`config.mk`:
```
export PLATFORM = sky130hd
export DESIGN_NAME = hpt_host_port
export DESIGN_NICKNAME = d
export VERILOG_FILES = /design/src/core/hpt_pkg.sv /design/src/core/hpt_pin_if.sv /design/src/core/hpt_pin_sync.sv /design/src/core/hpt_host_port.sv
export SDC_FILE = /design/constraint.sdc
export NUM_CORES = 1
export LEC_CHECK = 0
export BUFFER_PORTS_ARGS = -buffer_cell sky130_fd_sc_hd__buf_2
export CORE_UTILIZATION = 45
export CTS_CLUSTER_SIZE = 40
export DETAILED_ROUTE_END_ITERATION = 7
export PLACE_DENSITY = 0.68
export REMOVE_ABC_BUFFERS = 1
export SYNTH_ARGS = -nofsm -noshare
export SYNTH_HDL_FRONTEND = slang
export SYNTH_SLANG_ARGS = --single-unit
```
`constraint.sdc`:
```
create_clock -name clk_sys -period 3.39 [get_ports clk_sys]
set_clock_uncertainty 0.1 [all_clocks]
set_input_delay 0.339 -clock clk_sys [delete_from_list [all_inputs] [get_ports clk_sys]]
set_output_delay 0.339 -clock clk_sys [all_outputs]
set_load 0.01 [all_outputs]
```
`src/core/hpt_pkg.sv`:
```
// constants and types shared by the host port and its pin synchroniser
package hpt_pkg;

  // ----------------------------------------
  // data bus and pin bundle layout
  // ----------------------------------------
  localparam int HPT_DATA_W = 16;
  localparam int HPT_ADDR_W = 3;
  localparam int HPT_CHANS = 4;
  localparam int HPT_PIN_W = 23;
  localparam int HPT_PIN_DATA_LSB = 0;
  localparam int HPT_PIN_ADDR_LSB = 16;
  localparam int HPT_PIN_RDRW = 19;
  localparam int HPT_PIN_STROBE = 20;
  localparam int HPT_PIN_CS_N = 21;
  localparam int HPT_PIN_MODE = 22;

  // ----------------------------------------
  // location decode (low two address bits)
  // ----------------------------------------
  localparam logic [1:0] HPT_LOC_HOLD = 2'h0;
  localparam logic [1:0] HPT_LOC_IRQ_LEN = 2'h1;
  localparam logic [1:0] HPT_LOC_IRQ_CFG = 2'h2;
  localparam logic [1:0] HPT_LOC_CHAN = 2'h3;

  // ----------------------------------------
  // field positions and reset values
  // ----------------------------------------
  localparam int HPT_CFG_IRQ_CH_LSB = 0;
  localparam int HPT_CFG_RD_CH_LSB = 2;
  localparam logic [15:0] HPT_HOLD_RST = 16'h0000;
  localparam logic [15:0] HPT_IRQ_LEN_RST = 16'h0001;
  localparam logic [15:0] HPT_IRQ_CFG_RST = 16'h0000;
  localparam logic [22:0] HPT_PIN_RST = 23'h380000;

  // ----------------------------------------
  // bus state machine
  // ----------------------------------------
  typedef enum logic [2:0] {
    HPT_BUS_IDLE = 3'b001,
    HPT_BUS_READ = 3'b010,
    HPT_BUS_WRITE = 3'b100
  } hpt_bus_t;

endpackage

```
`src/core/hpt_pin_if.sv`:
```
// carrier between the host port core and its pin synchroniser
`timescale 1ns/1ns
`default_nettype none
interface hpt_pin_if #(parameter int W = 23);
  logic [W-1:0] raw;
  logic [W-1:0] stable;
  modport syncr (input raw, output stable);
  modport core (output raw, input stable);
endinterface
`default_nettype wire

```
`src/core/hpt_pin_sync.sv`:
```
// three-stage pin synchroniser, accepts a change once stages two and three agree
`timescale 1ns/1ns
`default_nettype none
module hpt_pin_sync
  import hpt_pkg::*;
#(
  parameter int W = HPT_PIN_W,
  parameter logic [W-1:0] RST_VAL = '0
)
(
  // clock and reset
  input wire logic clk_sys,
  input wire logic rst_n,
  // pins in, filtered pins out
  hpt_pin_if.syncr pins
);

  logic [W-1:0] s1;
  logic [W-1:0] s2;
  logic [W-1:0] s3;
  logic [W-1:0] q;
  logic [W-1:0] next_q;

  // per bit: take stage three only where two and three agree
  always_comb
  begin
    next_q = q;
    for (int i = 0; i < W; i++)
    begin
      if (s2[i] == s3[i])
      begin
        next_q[i] = s3[i];
      end
    end
  end

  // register the chain
  always_ff @(posedge clk_sys or negedge rst_n)
  begin
    if (!rst_n)
    begin
      s1 <= RST_VAL;
      s2 <= RST_VAL;
      s3 <= RST_VAL;
      q <= RST_VAL;
    end
    else
    begin
      s1 <= pins.raw;
      s2 <= s1;
      s3 <= s2;
      q <= next_q;
    end
  end

  assign pins.stable = q;
endmodule
`default_nettype wire

```
`src/core/hpt_host_port.sv`:
```
// dual strobe-style parallel host port with holding register and timed interrupt
// ----------------------------------------
// Function
// - separate strobes: write on store strobe rise
// - separate strobes: drive bus while read, select low
// - single strobe, direction low: write on rise
// - single strobe, direction high: drive while low
// - mode pin picks style, low by default
// - address top bit ignored, two bits decoded
// - interrupt pulse lasts programmed cycle count, one cycle if zero
// - sixteen bit two-way bus, bit 15 MSB
// - channel samples readable only when synchronised
// ----------------------------------------
`timescale 1ns/1ns
`default_nettype none
module hpt_host_port
  import hpt_pkg::*;
#(
  parameter int IRQ_LEN_W = 8
)
(
  // clock and reset
  input wire logic clk_sys,
  input wire logic rst_n,
  // host pins
  input wire logic [HPT_DATA_W-1:0] p_in,
  output logic [HPT_DATA_W-1:0] p_out,
  output logic p_oe_n,
  input wire logic [HPT_ADDR_W-1:0] addr,
  input wire logic data_strobe,
  input wire logic rd_rw,
  input wire logic cs_n,
  input wire logic mode_sel,
  // channel datapath side
  input wire logic [HPT_CHANS*HPT_DATA_W-1:0] chan_data,
  input wire logic [HPT_CHANS-1:0] chan_new,
  input wire logic [HPT_CHANS-1:0] chan_synced,
  // target register write port
  output logic tgt_we,
  output logic [1:0] tgt_addr,
  output logic [HPT_DATA_W-1:0] tgt_data,
  // interrupt
  output logic new_data_irq
);

  // ----------------------------------------
  // helpers
  // ----------------------------------------
  // only the low two address bits select a location
  function automatic logic [1:0] loc_of(input logic [HPT_ADDR_W-1:0] a);
    return a[1:0];
  endfunction

  // pick one 16-bit channel sample
  function automatic logic [HPT_DATA_W-1:0] chan_word(
    input logic [HPT_CHANS*HPT_DATA_W-1:0] d, input logic [1:0] ch);
    return d[ch*HPT_DATA_W +: HPT_DATA_W];
  endfunction

  // ----------------------------------------
  // pin synchronisation
  // ----------------------------------------
  hpt_pin_if #(.W(HPT_PIN_W)) pins ();

  assign pins.raw = {mode_sel, cs_n, data_strobe, rd_rw, addr, p_in};

  hpt_pin_sync #(.W(HPT_PIN_W), .RST_VAL(HPT_PIN_RST)) u_sync (
    .clk_sys(clk_sys),
    .rst_n(rst_n),
    .pins(pins)
  );

  logic mode_s;
  logic cs_n_s;
  logic strobe_s;
  logic rdrw_s;
  logic [HPT_ADDR_W-1:0] addr_s;
  logic [HPT_DATA_W-1:0] p_s;
  logic strobe_d;

  assign mode_s = pins.stable[HPT_PIN_MODE];
  assign cs_n_s = pins.stable[HPT_PIN_CS_N];
  assign strobe_s = pins.stable[HPT_PIN_STROBE];
  assign rdrw_s = pins.stable[HPT_PIN_RDRW];
  assign addr_s = pins.stable[HPT_PIN_ADDR_LSB +: HPT_ADDR_W];
  assign p_s = pins.stable[HPT_PIN_DATA_LSB +: HPT_DATA_W];

  // ----------------------------------------
  // transfer decode
  // ----------------------------------------
  logic strobe_rise;
  logic wr_fire;
  logic read_req;
  logic [1:0] loc;

  assign loc = loc_of(addr_s);
  assign strobe_rise = strobe_s && !strobe_d;
  // mode low: rise of write strobe; mode high: rise of strobe with direction low
  assign wr_fire = strobe_rise && !cs_n_s && (!mode_s || !rdrw_s);
  // mode low: read strobe low; mode high: direction high and strobe low
  assign read_req = !cs_n_s && (mode_s ? (rdrw_s && !strobe_s) : !rdrw_s);

  // ----------------------------------------
  // bus state, holding and local registers
  // ----------------------------------------
  logic [HPT_DATA_W-1:0] hold;
  logic [HPT_DATA_W-1:0] next_hold;
  logic [IRQ_LEN_W-1:0] irq_len;
  logic [IRQ_LEN_W-1:0] next_irq_len;
  logic [HPT_DATA_W-1:0] irq_cfg;
  logic [HPT_DATA_W-1:0] next_irq_cfg;
  logic next_tgt_we;
  logic [1:0] next_tgt_addr;
  logic [HPT_DATA_W-1:0] next_tgt_data;
  logic [HPT_DATA_W-1:0] next_p_out;
  logic next_p_oe_n;
  logic [1:0] rd_ch;
  logic [1:0] irq_ch;

  assign rd_ch = irq_cfg[HPT_CFG_RD_CH_LSB +: 2];
  assign irq_ch = irq_cfg[HPT_CFG_IRQ_CH_LSB +: 2];

  // write path: load holding or move it to the addressed target
  always_comb
  begin
    next_hold = hold;
    next_irq_len = irq_len;
    next_irq_cfg = irq_cfg;
    next_tgt_we = 1'b0;
    next_tgt_addr = tgt_addr;
    next_tgt_data = tgt_data;
    if (wr_fire && (loc == HPT_LOC_HOLD))
    begin
      next_hold = p_s;
    end
    else if (wr_fire)
    begin
      next_tgt_we = 1'b1;
      next_tgt_addr = loc;
      next_tgt_data = hold;
      if (loc == HPT_LOC_IRQ_LEN)
      begin
        next_irq_len = hold[IRQ_LEN_W-1:0];
      end
      else if (loc == HPT_LOC_IRQ_CFG)
      begin
        next_irq_cfg = hold;
      end
    end
  end

  // read path: drive the addressed location while a read is held
  always_comb
  begin
    next_p_oe_n = !read_req;
    if (loc == HPT_LOC_HOLD)
    begin
      next_p_out = hold;
    end
    else if (loc == HPT_LOC_IRQ_LEN)
    begin
      next_p_out = {{(HPT_DATA_W-IRQ_LEN_W){1'b0}}, irq_len};
    end
    else if (loc == HPT_LOC_IRQ_CFG)
    begin
      next_p_out = irq_cfg;
    end
    else if (chan_synced[rd_ch])
    begin
      next_p_out = chan_word(chan_data, rd_ch);
    end
    else
    begin
      next_p_out = 16'h0000;
    end
  end

  // register bus state
  always_ff @(posedge clk_sys or negedge rst_n)
  begin
    if (!rst_n)
    begin
      strobe_d <= 1'b1;
      hold <= HPT_HOLD_RST;
      irq_len <= HPT_IRQ_LEN_RST[IRQ_LEN_W-1:0];
      irq_cfg <= HPT_IRQ_CFG_RST;
      tgt_we <= 1'b0;
      tgt_addr <= 2'h0;
      tgt_data <= 16'h0000;
      p_out <= 16'h0000;
      p_oe_n <= 1'b1;
    end
    else
    begin
      strobe_d <= strobe_s;
      hold <= next_hold;
      irq_len <= next_irq_len;
      irq_cfg <= next_irq_cfg;
      tgt_we <= next_tgt_we;
      tgt_addr <= next_tgt_addr;
      tgt_data <= next_tgt_data;
      p_out <= next_p_out;
      p_oe_n <= next_p_oe_n;
    end
  end

  // ----------------------------------------
  // new-data interrupt timer
  // ----------------------------------------
  logic irq_hit;
  logic [IRQ_LEN_W-1:0] irq_cnt;
  logic [IRQ_LEN_W-1:0] next_irq_cnt;
  logic next_new_data_irq;

  assign irq_hit = chan_new[irq_ch];

  // load programmed length (one if zero) on new data, then count down
  always_comb
  begin
    next_irq_cnt = irq_cnt;
    if (irq_hit)
    begin
      next_irq_cnt = (irq_len == '0) ? IRQ_LEN_W'(1) : irq_len;
    end
    else if (irq_cnt != '0)
    begin
      next_irq_cnt = irq_cnt - IRQ_LEN_W'(1);
    end
    next_new_data_irq = (next_irq_cnt != '0);
  end

  // register timer
  always_ff @(posedge clk_sys or negedge rst_n)
  begin
    if (!rst_n)
    begin
      irq_cnt <= '0;
      new_data_irq <= 1'b0;
    end
    else
    begin
      irq_cnt <= next_irq_cnt;
      new_data_irq <= next_new_data_irq;
    end
  end
endmodule
`default_nettype wire

```
# --- Word level (Yosys, flattened, before mapping) ---
# Index checks and enable logic that the tools add are counted.
totals:
  ff_bits: 177
  latch_bits: 0
  ramBits: 0
  mem_bits_ro: 0
  in_bits: 97
  output_inout_bits: 37
  elab_cells: 100
  n_memories: 0
op_classes:
  addsub: 1
  n_mul: 0
  div: 0
  n_lt_le_gt_ge: 2
  eq_ne: 24
  n_shift: 1
  mux: 14
  n_bitwise: 2
  reduce_logical: 20
op_table:
  columns: ["operator", "count"]
  rows:
  - ["2-to-1 mux 16 bit", 4]
  - ["variable part select 64 x 7 -> 16 bit", 1]
  - ["2-to-1 mux 8 bit", 3]
  - ["equality test 1 bit", 22]
  - ["nonzero test 8 bit", 2]
  - ["logical NOT 8 bit", 1]
  - ["subtractor 8 x 1 -> 8 bit, second input constant", 1]
  - ["logical AND 1 bit", 6]
  - ["logical NOT 1 bit", 6]
  - ["< comparator 2 x 3 -> 1 bit, second input constant", 2]
  - ["2-to-1 mux 1 bit", 5]
  - ["binary-select mux 1 bit (select 2 bit)", 2]
  - ["AND reduction 4 bit", 1]
  - ["AND reduction 3 bit", 1]
  - ["equality test 2 x 1 -> 1 bit, second input constant", 1]
  - ["equality test 2 bit, second input constant", 1]
  - ["logical NOT 2 bit", 1]
  - ["inverter 1 bit", 2]
  - ["AND reduction 2 bit", 1]
  - ["logical OR 1 bit", 1]

# --- Depth between registers and ports, before layout ---
depth:
  ltp_word: 7
  depth_mapped: 6
  ltp_nobuf: 6

# --- Modules after synthesis ---
# Synthesis repeated with hierarchy kept, for this count alone.
hier_totals:
  hier_cells: 418
  hier_area_um2: 6670.1
by_module_without_submodules:
  columns: ["module", "n_inst", "cells_each", "area_each_um2", "seq_area_each_um2"]
  rows:
  - ["hpt_host_port", 1, 303, 4093.9, 2155.8]
  - ["hpt_pin_sync", 1, 115, 2576.2, 2317.2]

# --- Least setup slack after synthesis ---
# Ideal clock, no wire load.
synth_path:
  path_kind: "register -> register"
  startpoint: "register u_sync.q[19], in the netlist u_sync.pins.stable[19]"
  endpoint: "register tgt_data[10]"
  setup_time_ns: 0.125
  t_arrival_ns: 1.806
  required_ns: 3.165
  path_slack_ns: 1.359
  stages_incl_launch_ff: 7
  n_path_buf: 2
  period_less_slack_ns: 2.031
  cell_sequence: "dfstp_2 nand2_1 and3_1 clkbuf_1 o21ai_1 buf_2 mux2_2"
synth_via:
  elab_chain_cells: 6
synth_lines:
  columns: ["item", "line_no", "text"]
  rows:
  - ["start, declared", "hpt_pin_sync.sv:21", "logic [W-1:0] q;"]
  - ["start signal, assigned", "hpt_pin_sync.sv:52", "q <= next_q;"]
  - ["logical NOT 1 bit (*)", "hpt_host_port.sv:99", "assign wr_fire = strobe_rise && !cs_n_s && (!mode_s || !rdrw_s);"]
  - ["logical OR 1 bit (*)", "hpt_host_port.sv:99", null]
  - ["logical AND 1 bit (*)", "hpt_host_port.sv:99", null]
  - ["logical AND 1 bit", "hpt_host_port.sv:132", "if (wr_fire && (loc == HPT_LOC_HOLD))"]
  - ["inverter 1 bit (no source line)", null, null]
  - ["AND reduction 2 bit (no source line) (*)", null, null]
  - ["end signal, assigned", "hpt_host_port.sv:201", "tgt_data <= next_tgt_data;"]
  - ["end, declared", "hpt_host_port.sv:41", "output logic [HPT_DATA_W-1:0] tgt_data,"]
# Mark *: on every way between the ends. The rest lies on a longest branch, timed or not.
# A chain may end at the register's enable or synchronous reset.

# --- Final worst setup path ---
layout_path:
  startpoint: "register u_sync.q[16], in the netlist u_sync.pins.stable[16]"
  endpoint: "register irq_cfg[8]"
layout_via:
  elab_chain_cells: 4
  elab_cells_between_ends: 7
  classes_between: "2 x eq/ne; 2 x bitwise; 3 x reduce/logical"
layout_lines:
  columns: ["item", "line_no", "text"]
  rows:
  - ["logical NOT 2 bit", "hpt_host_port.sv:132", null]
  - ["logical AND 1 bit", "hpt_host_port.sv:132", null]
  - ["inverter 1 bit (no source line)", null, null]
  - ["AND reduction 4 bit (no source line) (*)", null, null]
  - ["end signal, assigned", "hpt_host_port.sv:198", "irq_cfg <= next_irq_cfg;"]
  - ["end, declared", "hpt_host_port.sv:110", "logic [HPT_DATA_W-1:0] irq_cfg;"]
# Marks and branches as above.

==> results_dict.tcl <==
set metrics [dict create \
    clk_path_buf_depth 2 \
    timing.rr.end "irq_cfg[8]" \
    finalSetupViolations 0 \
    p_leak_nw 3.79 \
    h-tree-depth 4 \
    netlist_area_sq_mm 0.00654 \
    cap_violations 0 \
    cp_top_family "simple AND/OR/NAND/NOR gates" \
    die-area_sq_mm 0.0150 \
    routabilityCongestion 0.849 \
    min_to "u_sync.s2[22]" \
    fin_crit_ps 2610 \
    r2r_start "u_sync.pins.stable[16]" \
    synth_cells 406 \
    finalHoldViolCount 0 \
    synth_area_leader_cell "dfrtp_1" \
    postRouteAntennaNets 0 \
    grt_overflow 0 \
    hold_path_class "reg -> reg" \
    gr-usage-all-layers 0.200 \
    power_density_mw_per_mm2 791 \
    num_rows 43 \
    worstHoldPathCells 0 \
    die_w_um 123 \
    arrival_ps 2810 \
    crit_buf_inv 2 \
    route.detailed.drc 0 \
    drt_wl_total_um 13600 \
    numCtsBuffers 17 \
    grt_pass1_wl_um 21800 \
    worstSetupStartpointType "flop" \
    cts_sinks 174 \
    path_clk_slew_ps 60 \
    cts_resized 0 \
    rsz0062_at_grt "no" \
    report.final.slew_viol_count 0 \
    avgRoutedWirePerCell_um 17.8 \
    ir_worst_vdd_uv 397 \
    fmax_mhz 383 \
    tns_ps 0 \
    synth_top_area_share 0.609 \
    min_from "u_sync.s1[22]" \
    path_cells "buf_4, inv_1, nand3_1, mux2_2" \
    grt_start_max_net_pins 111 \
    clkLatencyLatePin_ps 420 \
    grt_antenna_before_repair 0 \
    async_flop_share 1.00 \
    synth-main-ff-cell "dfrtp_1" \
    yosys.cell_types.count 39 \
    synth_edf_count 0 \
    slew-limit-headroom 0.170 \
    worst_slew_pin_slew_ps 1250 \
    outcome "finished clean" \
    timing.final.crit_share 0.770 \
    start_util 0.465 \
    rr_worst_depth 4 \
    fin_total_pwr_w 0.00651 \
    fin_nets 670 \
    final_util 0.586 \
    grt_pass1_vias 4135 \
    ys_warn_count 0 \
    avgSynthCellArea_sq_um 16.1 \
    crit_type "reg -> reg" \
    antenna_cells 0 \
    die_h_um 123 \
    drt_iter0_markers 217 \
    dp_worst_setup_slack_ps 732 \
    io_buffers 132 \
    hpwlAfterDp_um 9200 \
    ys_ff_latch 174 \
    drive_gt1_frac 0.464 \
    first_pass_iters 4 \
    ios 134 \
    worst-path-max-fanout 20 \
    worstPathRequired_ps 3590 \
    rrSetupSlack_ps 780 \
    ys_seq_area_frac 0.669 \
    clockRootBuffer "clkbuf_16" \
    worstSetupEndpointType "flop" \
    vias_per_cell 5.22 \
    max_stage_delay_ps 820 \
    vias 3986 \
    ys_top_cells_by_area "dfrtp_1 61%, mux2_2 10%, mux4_2 8.3%" \
    fin_ws_ps 780 \
    area_delta_synth_final_pct 25.9 \
    core_sq_mm 0.0140 \
    tritoncts "built" \
    cpMaxStageDelayCell "nand3_1" \
]
Yosys cell counts, types with 4 or more instances:
library cell,number
mux4_2,24
inv_1,7
o31ai_1,4
buf_2,6
and2_1,7
clkbuf_1,10
nand2_1,16
a21oi_1,11
nor2_1,6
dfstp_2,15
nand3_1,12
a31oi_1,9
o21ai_0,4
mux2_2,58
maj3_1,22
xnor2_1,4
mux2i_1,6
dfrtp_1,159
per-layer routing:
| layer | vias to the layer above | GRT usage | routed length [um] |
|---|---|---|---|
| met2 | 124 | 0.328 | 6810 |
| met1 | 2050 | 0.263 | 6000 |
| met4 | 0 | 0.0579 | 121 |
| met5 | - | 0 | 0 |
| met3 | 10 | 0.0516 | 643 |
| li1 | 1802 | - | - |
registers in the layout, summed over array words and instances (netlist names):
| name | flops |
|---|---|
| hold | 16 |
| strobe_d | 1 |
| irq_cfg | 16 |
| u_sync.s1 | 22 |
| irq_cnt | 8 |
| tgt_we | 1 |
| tgt_data | 16 |
| u_sync.s2 | 22 |
| p_out | 16 |
| tgt_addr | 2 |
| irq_len | 8 |
| new_data_irq | 1 |
| u_sync.pins.stable | 22 |
| p_oe_n | 1 |
| u_sync.s3 | 22 |
per-stage QoR:
step           hold slack [ps]  instances  area (sq um)
3_3_place_gp               231        709          7430
3_5_place_dp               236        709          7430
2_1_floorplan            -56.6        389          6460
6_report                   244        764          8230
4_1_cts                    248        764          8230
5_1_grt                    255        764          8230
power breakdown:
| group | leakage [nW] | switching [W] | internal, W |
|---|---|---|---|
| sequential | 2.10 | 0.000404 | 0.00259 |
| combinational | 1.41 | 0.000751 | 0.000922 |
| clock | 0.274 | 0.000733 | 0.00111 |
| total | 3.79 | 0.00189 | 0.00462 |
area by class of cell:
| cell class | count | area [sq um] |
|---|---|---|
| clock buffers | 27 | 513 |
| clock inverters | 5 | 55.1 |
| fillers | 1117 | 5810 |
| inverters | 7 | 26.3 |
| multi-input cells | 208 | 2070 |
| flip-flops and latches | 174 | 4370 |
| well taps | 180 | 225 |
| repair buffers | 163 | 970 |
logic make-up after synthesis:
family,count (synthesis),synth area share
xor gates and xnor gates,5,0.00670
DFF,174,0.669
adders and majority gates,24,0.0375
muxes,88,0.192
buffers and inverters,24,0.0149
and+or+nand+nor,57,0.0481
AOI/OAI and AO/OA,34,0.0318
worst max-delay path by stage:
stage	cells past startpoint	slack, ps	endpoint	startpoint
2_1_floorplan	3	910	p_out[1]	irq_cfg[2]
3_3_place_gp	4	830	irq_cfg[2]	u_sync.pins.stable[16]
3_5_place_dp	4	730	irq_cfg[11]	u_sync.pins.stable[16]
4_1_cts	4	740	irq_cfg[8]	u_sync.pins.stable[16]
5_1_grt	4	630	irq_cfg[5]	u_sync.pins.stable[16]
6_report	4	780	irq_cfg[8]	u_sync.pins.stable[16]
cell usage in the layout, fill, tap and decap left out, types with 3 or more instances in the layout:
master         count
mux2_2            58
mux2i_1            6
dfrtp_1          159
xnor2_1            4
o21ai_0            4
mux4_2            24
buf_2            131
nor2_1             6
o31ai_1            4
a31oi_1            9
clkbuf_1           5
buf_4              7
nand2_1           16
nand3_1           12
inv_1              7
clkbuf_8           5
dlygate4sd3_1     23
a21oi_1           11
clkbuf_16         17
dfstp_2           15
nor4_1             3
and2_1             7
maj3_1            22
worst reg2reg max path, stage by stage (launching register included):
cell and delay, ps:
dfrtp_1 380, buf_4 190, inv_1 450, nand3_1 820, mux2_2 560
timing repair:
item / in CTS / in global routing
setup endpoints to repair: 0 / 0
hold buffers: 23 / 0
buffers inserted: 0 / 0
hold endpoints to repair: 42 / 0
(Power assumes the default switching activity.)
